## config.mk

```make
export PLATFORM = sky130hd
export DESIGN_NAME = lpms_top
export DESIGN_NICKNAME = d
export VERILOG_FILES = /design/src/hw/lpms_pkg.sv /design/src/hw/lpms_top.sv /design/src/hw/lpms_level_resolve.sv
export SDC_FILE = /design/constraint.sdc
export NUM_CORES = 1
export LEC_CHECK = 0
export BUFFER_PORTS_ARGS = -buffer_cell sky130_fd_sc_hd__buf_4
export CAP_MARGIN = 20
export CORE_MARGIN = 2
export CORE_UTILIZATION = 30
export DETAILED_ROUTE_END_ITERATION = 16
export PLACE_DENSITY = 0.58
export SLEW_MARGIN = 20
export SYNTH_ARGS = -nofsm -noshare
export SYNTH_HDL_FRONTEND = slang
export SYNTH_SLANG_ARGS = --single-unit
```

## constraint.sdc

```tcl
create_clock -name ref_clk_i -period 3.2 [get_ports ref_clk_i]
set_clock_uncertainty 0.2 [all_clocks]
set_input_delay 0.64 -clock ref_clk_i [delete_from_list [all_inputs] [get_ports ref_clk_i]]
set_output_delay 0.64 -clock ref_clk_i [all_outputs]
set_load 0.005 [all_outputs]
```

## src/hw/lpms_pkg.sv

```systemverilog
package lpms_pkg;
   // status word layout
   localparam int PSW_W = 16;
   localparam int GIE_POS = 3;
   localparam int HALT_POS = 4;
   localparam int OSC_POS = 5;
   localparam int GEN_POS = 6;
   localparam int SUB_POS = 7;
   localparam logic [15:0] PSW_RST = 16'h0000;
   localparam logic [15:0] RESET_VEC = 16'hfffe;

   // apb map
   localparam int ADDR_W = 12;
   localparam logic [11:0] OFS_CTRL = 12'h000;
   localparam logic [11:0] OFS_STAT = 12'h004;
   localparam logic [11:0] OFS_CAUSE = 12'h008;
   localparam int LOCK_POS = 0;
   localparam int REGOFF_POS = 1;
   localparam int RTC_POS = 2;
   localparam int FLAG_POS = 0;
   localparam logic [7:0] CAUSE_CORE_OFF = 8'h08;
   localparam logic [7:0] CAUSE_NONE = 8'h00;

   // brownout hold, least time rounds up
   localparam int CLK_PERIOD_NS = 25;
   localparam int BOR_HOLD_NS = 1000;
   localparam int BOR_CYCLES = (BOR_HOLD_NS + CLK_PERIOD_NS - 1) / CLK_PERIOD_NS;
   localparam logic [6:0] BOR_LAST = 7'(BOR_CYCLES - 1);

   typedef enum logic [2:0] {
      LV_ACTIVE = 3'b000,
      LV_ZERO = 3'b001,
      LV_ONE = 3'b010,
      LV_TWO = 3'b011,
      LV_THREE = 3'b100,
      LV_FOUR = 3'b101,
      LV_OFF_RTC = 3'b110,
      LV_OFF_DEEP = 3'b111
   } lpms_level_type;

   typedef enum logic [1:0] {
      ST_RUN = 2'b00,
      ST_OFF = 2'b01,
      ST_BOR = 2'b10,
      ST_BOOT = 2'b11
   } lpms_state_type;
endpackage

```

## src/hw/lpms_top.sv

```systemverilog
// The register offsets and the APB register port were left to the implementer.
`timescale 1ns/1ps
// Contract
// - peripherals get their clocks automatically in sleep levels 0..4, not in core-off
// - sub-main request raises level 2 to 0, levels 3 and 4 to 1
// - aux-only request turns level 4 into 3; no request keeps level
// - enabled interrupt wakes from levels 0..4 and starts service
// - service entry pushes program counter and status word
// - service entry clears halt, oscillator disable and sub-main gate bits
// - return pops the saved status word, restoring previous level
// - altered stacked bits are applied on return
// - core-off entry disables core regulator, contents lost
// - every core-off exit gives brownout reset, boot runs first
// - deep core-off stops all clocks; shallow keeps rtc mode
// - shallow core-off also accepts rtc wakeup
// - core-off exit by reset pin, power-on or wake pins
// - after boot, execution resumes at reset vector
// - core-off wakeup sets the deep sleep wake flag
// - reset cause reads 08h after core-off wakeup
// - i/o held through core-off until software clears lock
// - rtc keeps running across shallow core-off wakeup and reset
// - gate bits in status word encode the sleep levels
// - core-off only from level-4 bits with regulator-off request set
module lpms_top (
   input wire logic ref_clk_i, // system clock, 40 MHz
   input wire logic arst_n_i, // async reset, active low
   input wire logic psel_i, // apb select
   input wire logic penable_i, // apb enable
   input wire logic pwrite_i, // apb direction
   input wire logic [11:0] paddr_i, // apb byte address
   input wire logic [31:0] pwdata_i, // apb write data
   output logic [31:0] prdata_o, // apb read data
   output logic pready_o, // apb ready
   output logic pslverr_o, // apb error, unmapped address
   input wire logic psw_wr_i, // core writes status word
   input wire logic [15:0] psw_wdata_i, // new status word
   input wire logic [15:0] pc_i, // current program counter
   input wire logic irq_i, // enabled interrupt pending
   input wire logic return_from_interrupt_i, // return from interrupt
   input wire logic [15:0] pop_psw_i, // status word popped from stack
   input wire logic aux_clk_req_i, // peripheral aux clock request
   input wire logic sub_clk_req_i, // peripheral sub-main clock request
   input wire logic reset_pin_i, // reset pin event
   input wire logic power_on_i, // power-on cycle
   input wire logic io_wake_i, // wake-capable pin event
   input wire logic rtc_wake_i, // rtc wakeup event
   input wire logic boot_done_i, // boot code finished
   output logic [15:0] psw_o, // live status word
   output logic irq_ack_o, // service entry pulse
   output logic stack_push_o, // push pulse
   output logic [15:0] stack_pc_o, // pushed program counter
   output logic [15:0] stack_psw_o, // pushed status word
   output logic fetch_en_o, // instruction fetch allowed
   output logic main_clk_en_o, // processor clock enable
   output logic aux_clk_en_o, // aux clock enable
   output logic sub_clk_en_o, // sub-main clock enable
   output logic [2:0] level_o, // effective level code
   output logic core_reg_en_o, // core regulator enable
   output logic io_hold_o, // i/o pin states held
   output logic rtc_run_o, // rtc powered and running
   output logic bor_o, // brownout reset to the system
   output logic boot_run_o, // boot code phase
   output logic resume_o, // start fetch at vector, pulse
   output logic [15:0] resume_vec_o // resume address
);
   ////////////////////////////////////////////////////////////////////
   lpms_pkg::lpms_state_type st_ff;
   lpms_pkg::lpms_state_type nxt_st;
   lpms_pkg::lpms_level_type req_lv;
   lpms_pkg::lpms_level_type eff_lv;
   logic [15:0] psw_ff;
   logic [6:0] bor_cnt_ff;
   logic irq_ack_ff;
   logic push_ff;
   logic [15:0] stack_pc_ff;
   logic [15:0] stack_psw_ff;
   logic resume_ff;
   logic lock_ff;
   logic regoff_ff;
   logic rtc_keep_ff;
   logic flag_ff;
   logic [7:0] cause_ff;
   logic [31:0] prdata_ff;
   logic [2:0] level_ff;
   logic [2:0] clk_en_ff;
   logic irq_take;
   logic off_go;
   logic wake;
   logic acc;
   logic wr_ctrl;
   logic wr_stat;
   logic rd_cause;
   logic hit;

   lpms_level_resolve u_resolve (
      .halt_i(psw_ff[lpms_pkg::HALT_POS]),
      .osc_i(psw_ff[lpms_pkg::OSC_POS]),
      .gen_i(psw_ff[lpms_pkg::GEN_POS]),
      .sub_i(psw_ff[lpms_pkg::SUB_POS]),
      .aux_req_i(aux_clk_req_i),
      .sub_req_i(sub_clk_req_i),
      .req_o(req_lv),
      .eff_o(eff_lv)
   );

   ////////////////////////////////////////////////////////////////////
   // ack blocks a take only in the cycle after each entry; a level held longer is taken again every other cycle
   assign irq_take = (st_ff == lpms_pkg::ST_RUN) && irq_i
                     && psw_ff[lpms_pkg::GIE_POS] && !irq_ack_ff;
   assign off_go = (st_ff == lpms_pkg::ST_RUN) && !irq_take && regoff_ff
                   && (req_lv == lpms_pkg::LV_FOUR);
   assign wake = reset_pin_i || power_on_i || io_wake_i
                 || (rtc_keep_ff && rtc_wake_i);

   always_ff @(posedge ref_clk_i or negedge arst_n_i) begin
      if (!arst_n_i) begin
         psw_ff <= lpms_pkg::PSW_RST;
      end else if (st_ff != lpms_pkg::ST_RUN) begin
         psw_ff <= lpms_pkg::PSW_RST;
      end else if (irq_take) begin
         psw_ff[lpms_pkg::HALT_POS] <= 1'b0;
         psw_ff[lpms_pkg::OSC_POS] <= 1'b0;
         psw_ff[lpms_pkg::SUB_POS] <= 1'b0;
      end else if (return_from_interrupt_i) begin
         psw_ff <= pop_psw_i;
      end else if (psw_wr_i) begin
         psw_ff <= psw_wdata_i;
      end
   end

   always_ff @(posedge ref_clk_i or negedge arst_n_i) begin
      if (!arst_n_i) begin
         irq_ack_ff <= 1'b0;
         push_ff <= 1'b0;
         stack_pc_ff <= 16'h0000;
         stack_psw_ff <= 16'h0000;
      end else begin
         irq_ack_ff <= irq_take;
         push_ff <= irq_take;
         if (irq_take) begin
            stack_pc_ff <= pc_i;
            stack_psw_ff <= psw_ff;
         end
      end
   end

   ////////////////////////////////////////////////////////////////////
   always_comb begin
      nxt_st = st_ff;
      unique case (st_ff)
         lpms_pkg::ST_RUN: if (off_go) nxt_st = lpms_pkg::ST_OFF;
         lpms_pkg::ST_OFF: if (wake) nxt_st = lpms_pkg::ST_BOR;
         lpms_pkg::ST_BOR: if (bor_cnt_ff == lpms_pkg::BOR_LAST) nxt_st = lpms_pkg::ST_BOOT;
         lpms_pkg::ST_BOOT: if (boot_done_i) nxt_st = lpms_pkg::ST_RUN;
      endcase
   end

   always_ff @(posedge ref_clk_i or negedge arst_n_i) begin
      if (!arst_n_i) begin
         st_ff <= lpms_pkg::ST_RUN;
      end else begin
         st_ff <= nxt_st;
      end
   end

   always_ff @(posedge ref_clk_i or negedge arst_n_i) begin
      if (!arst_n_i) begin
         bor_cnt_ff <= 7'h00;
      end else if (st_ff == lpms_pkg::ST_BOR) begin
         bor_cnt_ff <= bor_cnt_ff + 7'h01;
      end else begin
         bor_cnt_ff <= 7'h00;
      end
   end

   always_ff @(posedge ref_clk_i or negedge arst_n_i) begin
      if (!arst_n_i) begin
         resume_ff <= 1'b0;
      end else begin
         resume_ff <= (st_ff == lpms_pkg::ST_BOOT) && boot_done_i;
      end
   end

   ////////////////////////////////////////////////////////////////////
   // clock enables follow the resolved level so requests are served in levels 0..4; core-off clears them all
   always_ff @(posedge ref_clk_i or negedge arst_n_i) begin
      if (!arst_n_i) begin
         clk_en_ff <= 3'h7;
         level_ff <= lpms_pkg::LV_ACTIVE;
      end else if (st_ff == lpms_pkg::ST_RUN && !off_go) begin
         clk_en_ff[0] <= (eff_lv == lpms_pkg::LV_ACTIVE);
         clk_en_ff[1] <= (eff_lv != lpms_pkg::LV_FOUR);
         clk_en_ff[2] <= (eff_lv == lpms_pkg::LV_ACTIVE) || (eff_lv == lpms_pkg::LV_ZERO)
                         || (eff_lv == lpms_pkg::LV_ONE);
         level_ff <= eff_lv;
      end else if (st_ff == lpms_pkg::ST_RUN || st_ff == lpms_pkg::ST_OFF) begin
         clk_en_ff <= 3'h0;
         level_ff <= rtc_keep_ff ? lpms_pkg::LV_OFF_RTC : lpms_pkg::LV_OFF_DEEP;
      end else begin
         clk_en_ff <= 3'h7;
         level_ff <= lpms_pkg::LV_ACTIVE;
      end
   end

   ////////////////////////////////////////////////////////////////////
   // apb: zero wait states, read data captured in setup phase
   assign acc = psel_i && penable_i;
   assign hit = (paddr_i == lpms_pkg::OFS_CTRL) || (paddr_i == lpms_pkg::OFS_STAT)
                || (paddr_i == lpms_pkg::OFS_CAUSE);
   assign wr_ctrl = acc && pwrite_i && (paddr_i == lpms_pkg::OFS_CTRL);
   assign wr_stat = acc && pwrite_i && (paddr_i == lpms_pkg::OFS_STAT);
   assign rd_cause = acc && !pwrite_i && (paddr_i == lpms_pkg::OFS_CAUSE);

   always_ff @(posedge ref_clk_i or negedge arst_n_i) begin
      if (!arst_n_i) begin
         prdata_ff <= 32'h0000_0000;
      end else if (psel_i && !penable_i) begin
         prdata_ff <= 32'h0000_0000;
         unique case (paddr_i)
            lpms_pkg::OFS_CTRL: begin
               prdata_ff[lpms_pkg::LOCK_POS] <= lock_ff;
               prdata_ff[lpms_pkg::REGOFF_POS] <= regoff_ff;
               prdata_ff[lpms_pkg::RTC_POS] <= rtc_keep_ff;
            end
            lpms_pkg::OFS_STAT: begin
               prdata_ff[lpms_pkg::FLAG_POS] <= flag_ff;
               prdata_ff[3:1] <= level_ff;
               prdata_ff[5:4] <= st_ff;
            end
            lpms_pkg::OFS_CAUSE: prdata_ff[7:0] <= cause_ff;
            default: prdata_ff <= 32'h0000_0000;
         endcase
      end
   end

   // lock, regulator-off request and rtc keep live in the always-on domain
   always_ff @(posedge ref_clk_i or negedge arst_n_i) begin
      if (!arst_n_i) begin
         lock_ff <= 1'b0;
      end else if (off_go) begin
         lock_ff <= 1'b1;
      end else if (wr_ctrl) begin
         lock_ff <= pwdata_i[lpms_pkg::LOCK_POS];
      end
   end

   always_ff @(posedge ref_clk_i or negedge arst_n_i) begin
      if (!arst_n_i) begin
         regoff_ff <= 1'b0;
      end else if (st_ff == lpms_pkg::ST_BOR) begin
         regoff_ff <= 1'b0; // avoids dropping straight back into core-off
      end else if (wr_ctrl) begin
         regoff_ff <= pwdata_i[lpms_pkg::REGOFF_POS];
      end
   end

   // not touched by the brownout, so rtc survives the wakeup
   always_ff @(posedge ref_clk_i or negedge arst_n_i) begin
      if (!arst_n_i) begin
         rtc_keep_ff <= 1'b0;
      end else if (wr_ctrl && st_ff == lpms_pkg::ST_RUN) begin
         rtc_keep_ff <= pwdata_i[lpms_pkg::RTC_POS];
      end
   end

   always_ff @(posedge ref_clk_i or negedge arst_n_i) begin
      if (!arst_n_i) begin
         flag_ff <= 1'b0;
      end else if (st_ff == lpms_pkg::ST_OFF && wake) begin
         flag_ff <= 1'b1;
      end else if (wr_stat && pwdata_i[lpms_pkg::FLAG_POS]) begin
         flag_ff <= 1'b0;
      end
   end

   always_ff @(posedge ref_clk_i or negedge arst_n_i) begin
      if (!arst_n_i) begin
         cause_ff <= lpms_pkg::CAUSE_NONE;
      end else if (st_ff == lpms_pkg::ST_OFF && wake) begin
         cause_ff <= lpms_pkg::CAUSE_CORE_OFF;
      end else if (rd_cause) begin
         cause_ff <= lpms_pkg::CAUSE_NONE;
      end
   end

   ////////////////////////////////////////////////////////////////////
   assign prdata_o = prdata_ff;
   assign pready_o = 1'b1;
   assign pslverr_o = acc && !hit;
   assign psw_o = psw_ff;
   assign irq_ack_o = irq_ack_ff;
   assign stack_push_o = push_ff;
   assign stack_pc_o = stack_pc_ff;
   assign stack_psw_o = stack_psw_ff;
   assign fetch_en_o = (st_ff == lpms_pkg::ST_RUN) && !psw_ff[lpms_pkg::HALT_POS];
   assign main_clk_en_o = clk_en_ff[0];
   assign aux_clk_en_o = clk_en_ff[1];
   assign sub_clk_en_o = clk_en_ff[2];
   assign level_o = level_ff;
   assign core_reg_en_o = (st_ff != lpms_pkg::ST_OFF);
   assign io_hold_o = lock_ff;
   assign rtc_run_o = rtc_keep_ff;
   assign bor_o = (st_ff == lpms_pkg::ST_BOR);
   assign boot_run_o = (st_ff == lpms_pkg::ST_BOOT);
   assign resume_o = resume_ff;
   assign resume_vec_o = lpms_pkg::RESET_VEC;

   ////////////////////////////////////////////////////////////////////
   property p_sub_raise;
      @(posedge ref_clk_i) disable iff (!arst_n_i)
      sub_clk_req_i && req_lv == lpms_pkg::LV_TWO |-> eff_lv == lpms_pkg::LV_ZERO;
   endproperty
   a_sub_raise: assert property (p_sub_raise) else $error("level 2 not raised");

   property p_aux_raise;
      @(posedge ref_clk_i) disable iff (!arst_n_i)
      aux_clk_req_i && !sub_clk_req_i && req_lv == lpms_pkg::LV_FOUR
      |-> eff_lv == lpms_pkg::LV_THREE;
   endproperty
   a_aux_raise: assert property (p_aux_raise) else $error("level 4 not raised");

   property p_wake;
      @(posedge ref_clk_i) disable iff (!arst_n_i)
      irq_take && psw_ff[lpms_pkg::HALT_POS] |=> irq_ack_o && fetch_en_o;
   endproperty
   a_wake: assert property (p_wake) else $error("interrupt did not wake");

   property p_push;
      @(posedge ref_clk_i) disable iff (!arst_n_i)
      irq_take |=> stack_push_o && stack_psw_o == $past(psw_ff) && stack_pc_o == $past(pc_i);
   endproperty
   a_push: assert property (p_push) else $error("push data wrong");

   property p_clear;
      @(posedge ref_clk_i) disable iff (!arst_n_i)
      irq_take |=> !psw_o[lpms_pkg::HALT_POS] && !psw_o[lpms_pkg::OSC_POS]
                   && !psw_o[lpms_pkg::SUB_POS];
   endproperty
   a_clear: assert property (p_clear) else $error("entry bits not cleared");

   property p_pop;
      @(posedge ref_clk_i) disable iff (!arst_n_i)
      return_from_interrupt_i && !irq_take && st_ff == lpms_pkg::ST_RUN |=> psw_o == $past(pop_psw_i);
   endproperty
   a_pop: assert property (p_pop) else $error("popped word not applied");

   property p_off;
      @(posedge ref_clk_i) disable iff (!arst_n_i)
      off_go |=> !core_reg_en_o && io_hold_o && !main_clk_en_o && !aux_clk_en_o;
   endproperty
   a_off: assert property (p_off) else $error("core-off entry wrong");

   property p_bor;
      @(posedge ref_clk_i) disable iff (!arst_n_i)
      st_ff == lpms_pkg::ST_OFF && wake |=> bor_o [*8] ##1 !fetch_en_o;
   endproperty
   a_bor: assert property (p_bor) else $error("no brownout on exit");

   property p_rtc_only;
      @(posedge ref_clk_i) disable iff (!arst_n_i)
      st_ff == lpms_pkg::ST_OFF && !rtc_keep_ff && rtc_wake_i && !reset_pin_i
      && !power_on_i && !io_wake_i |=> st_ff == lpms_pkg::ST_OFF;
   endproperty
   a_rtc_only: assert property (p_rtc_only) else $error("deep level woke on rtc");

   property p_cause;
      @(posedge ref_clk_i) disable iff (!arst_n_i)
      st_ff == lpms_pkg::ST_OFF && wake |=> flag_ff && cause_ff == lpms_pkg::CAUSE_CORE_OFF;
   endproperty
   a_cause: assert property (p_cause) else $error("wake flag or cause missing");

   property p_halt;
      @(posedge ref_clk_i) disable iff (!arst_n_i)
      psw_o[lpms_pkg::HALT_POS] && !irq_take && !return_from_interrupt_i && !psw_wr_i |=> !fetch_en_o;
   endproperty
   a_halt: assert property (p_halt) else $error("fetch while halted");

   c_irq_wake: cover property (@(posedge ref_clk_i) disable iff (!arst_n_i)
      irq_take && psw_ff[lpms_pkg::HALT_POS]);
   c_core_off: cover property (@(posedge ref_clk_i) disable iff (!arst_n_i) off_go);
   c_resume: cover property (@(posedge ref_clk_i) disable iff (!arst_n_i) resume_ff);
endmodule

```

## src/hw/lpms_level_resolve.sv

```systemverilog
`timescale 1ns/1ps
module lpms_level_resolve (
   input wire logic halt_i, // processor halt bit
   input wire logic osc_i, // oscillator disable bit
   input wire logic gen_i, // generator gate bit
   input wire logic sub_i, // sub-main gate bit
   input wire logic aux_req_i, // peripheral wants aux clock
   input wire logic sub_req_i, // peripheral wants sub-main clock
   output lpms_pkg::lpms_level_type req_o, // level the bits ask for
   output lpms_pkg::lpms_level_type eff_o // level actually reached
);
   always_comb begin
      if (!halt_i) begin
         req_o = lpms_pkg::LV_ACTIVE;
      end else if (osc_i && gen_i && sub_i) begin
         req_o = lpms_pkg::LV_FOUR;
      end else begin
         // odd combinations with osc set fall back to the gate pattern
         unique case ({sub_i, gen_i})
            2'b00: req_o = lpms_pkg::LV_ZERO;
            2'b01: req_o = lpms_pkg::LV_ONE;
            2'b10: req_o = lpms_pkg::LV_TWO;
            2'b11: req_o = lpms_pkg::LV_THREE;
         endcase
      end
   end

   always_comb begin
      eff_o = req_o;
      if (sub_req_i) begin
         if (req_o == lpms_pkg::LV_TWO) begin
            eff_o = lpms_pkg::LV_ZERO;
         end else if (req_o == lpms_pkg::LV_THREE || req_o == lpms_pkg::LV_FOUR) begin
            eff_o = lpms_pkg::LV_ONE;
         end
      end else if (aux_req_i && req_o == lpms_pkg::LV_FOUR) begin
         eff_o = lpms_pkg::LV_THREE;
      end
   end
endmodule

```

==> flow_summary_export.csv <==
group,metric,value,unit
final_layout,syn2layout_area_growth,34.6,%
worst_setup_path,critical_path_class,"flip-flop to primary output",
logic_synthesis,synth-adder-area-share,0.0257,
detailed_routing,drtAntennaViolNets,0,
logic_synthesis,synthCells,373,
detailed_routing,drc,0,
logic_synthesis,synth_warnings,0,
die,die_h,118,um
die,pin_count,220,
detailed_routing,routed_wl,8930,um
logic_synthesis,synth-compound-area-share,0.109,
grt,grt_pass1_wl,14600,um
outcome,status,"completed",
final_layout,final_common_cell,"buf_4",
logic_synthesis,synth.area.mux_share,0.109,
clocking,path_clk_slew,0.06,ns
placement,port_buffers,147,
final_layout,final_cell_mix,"buf_4 (152), dfrtp_1 (73), conb_1 (43), o21ai_0 (38), mux2_2 (31)",
clocking,cts_hold_buf,0,
logic_synthesis,ys.flop_type,"dfrtp_1",
clocking,cts_resized,0,
detailed_routing,num_vias,2997,
logic_synthesis,synth_area,0.00390,mm^2
timing,drv_slew,0,
timing,slew_headroom,0.372,
timing,rsz0062_at_grt,"false",
power_and_ir_drop,leakage,2.66,nW
final_layout,final_nets,628,
timing,finalSetupViolCount,0,
die,floorplan.initialDensity,0.308,
worst_setup_path,worstSetupEndpointType,"primary output",
min_path,hp-class,"input pin to asynchronous set/reset pin",
grt,grt_max_degree,77,
timing,worst_pin_slew,0.943,ns
logic_synthesis,synth_top_family_by_area,"buffers and inverters",
grt,antenna_found_initial,0,
power_and_ir_drop,ir_drop,0.000260,V
logic_synthesis,synth_top_area_cell,"dfrtp_1",
logic_synthesis,synth-async-reset-ratio,1.00,
final_layout,drive_gt1_frac,0.406,
clocking,clockBufferDepth,2,
grt,grt_usage,0.133,
worst_setup_path,arrival,1.74,ns
logic_synthesis,synthSimpleGateAreaFrac,0.126,
worst_setup_path,crit_required,2.36,ns
timing,hold_viol,0,
worst_setup_path,critPathSlowestCell,"dfrtp_1",
timing,post-route-period-util,0.807,
clocking,cts_tree,"yes",
logic_synthesis,yosys-top-cells-area,"dfrtp_1 (47%), buf_4 (9.4%), mux2_2 (9.0%)",
timing,setup_tns,0,ns
grt,grt_overflow,0,
detailed_routing,drtIter0Drc,91,
clocking,cts_sinks,76,
job,drv_cap,0,
die,core_area,0.0127,mm^2
logic_synthesis,yosysSeqAreaShare,0.489,
logic_synthesis,ys_seq_elements,76,
clocking,postCtsSetupBuffers,0,
worst_setup_path,start_kind,"flip-flop",
power_and_ir_drop,p_total,3.65,mW
final_layout,antenna-diode-count,0,
placement,dpl.hpwl,6830,um
die,std_cell_rows,41,
logic_synthesis,synth-edff-count,0,
grt,grt_pass1_vias,2956,
logic_synthesis,synth_xor_area_frac,0.00674,
placement,place_congestion,0.797,
worst_setup_path,cpPeakStageDelay,0.40,ns
worst_setup_path,path_common_cell,"buf_4",
clocking,h-tree-depth,3,
timing,period_needed,2.58,ns
logic_synthesis,ys_types,53,
clocking,cts_root_buffer,"clkbuf_16",
detailed_routing,drt_pre_antenna_iters,4,
die,die-area,0.0139,mm^2
detailed_routing,via_per_inst,4.35,
timing,timing.fmax,387,MHz
logic_synthesis,yosysTopAreaCellShare,0.469,
final_layout,fillers,1314,
worst_setup_path,critical_path.cell_chain,"inv_1, ha_1, buf_4, and2b_1, buf_4",
clocking,cts_made_buffers,9,
clocking,clk_latency,0.34,ns
worst_setup_path,critPathMaxFanout,17,
logic_synthesis,synth_area_per_cell,10.5,um^2
power_and_ir_drop,powerDensity,696,mW/mm^2
die,die_x,118,um
detailed_routing,wire_per_inst,13.0,um
[layout make-up]
type,count,area [um^2],share of cell area
sequential,76,1910,0.363
multi-input combinational,253,1630,0.311
timing repair buffer,152,1140,0.217
clock buffer,11,253,0.0482
tap,172,215,0.0410
inverter,21,78.8,0.0150
clock inverter,4,25.0,0.00477
[cells by family (layout without fill, tap and decap cells)]
logic type	count (synthesis)	in the layout
buf+inv	85	188
xor+xnor	3	3
compound gates	66	66
flops	76	76
other cells	2	43
fa+ha+maj	8	8
mux	38	38
simple gates	95	95
[sequential cells by signal, summed over array words and instances (netlist names), 2 cells and up]
signal,cells
stack_pc_o,16
prdata_o,6
level_o,3
clk_en_ff,3
bor_cnt_ff,7
psw_o,16
stack_psw_o,16
st_ff,2
[per-stage QoR]
stage / setup slack (ns) / area [um^2] / instances / hold slack (ns) / utilization
after detailed placement: 0.662 / 4970 / 674 / 0.254 / 0.392
after global placement: 0.676 / 4970 / 674 / 0.246 / 0.392
final: 0.617 / 5250 / 689 / 0.240 / 0.414
after CTS: 0.552 / 5250 / 689 / 0.266 / 0.414
after floorplan: 1.05 / 4050 / 414 / 0.144 / -
after global routing: 0.462 / 5250 / 689 / 0.278 / 0.414
[cells in the mapped netlist (2+ instances only)]
library cell,number
a21boi_0,2
a21oi_1,7
and2_1,7
and3_1,3
and3b_1,3
buf_2,5
buf_4,49
clkbuf_1,8
conb_1,2
dfrtp_1,73
dfstp_2,3
ha_1,8
inv_1,21
mux2_2,31
mux2i_1,6
nand2_1,28
nand2b_1,5
nand3_1,20
nor2_1,13
nor2b_1,2
nor4_1,2
o21ai_0,38
o22ai_1,2
o31ai_1,2
o41ai_1,2
or3_1,3
xnor2_1,2
[routing by layer]
| metal | GRT usage | up-vias | wire, um |
|---|---|---|---|
| li1 | - | 1459 | - |
| met1 | 0.160 | 1412 | 3810 |
| met2 | 0.212 | 108 | 4300 |
| met3 | 0.0460 | 18 | 608 |
| met4 | 0.0640 | 0 | 208 |
| met5 | 0 | - | 0 |
[path summary, 6_finish.rpt]
path / slack, ns / to / cells past startpoint / from
max: 0.62 / fetch_en_o / 5 / st_ff[0]
min: 0.24 / prdata_o[0] / 1 / arst_n_i
max reg2reg: 0.87 / st_ff[1] / 6 / psw_o[7]
min reg2reg: 0.26 / bor_cnt_ff[0] / 1 / bor_cnt_ff[0]
max in group asynchronous: 1.95 / psw_o[13] / 1 / arst_n_i
min in group ref_clk_i: 0.26 / bor_cnt_ff[0] / 1 / bor_cnt_ff[0]
[worst max-delay path: cells and delay by family, from the launching register on]
family | cells | cell delay [ns]
buffers and inverters | 3 | 0.53
DFF | 1 | 0.40
adders and majority gates | 1 | 0.32
and+or+nand+nor | 1 | 0.16
[report_power, final]
group	switching, mW	leakage, nW	internal, mW
clock	0.384	0.133	0.559
sequential	0.168	0.996	1.25
combinational	0.583	1.53	0.708
Note: power is estimated with default switching activity, not from simulation.
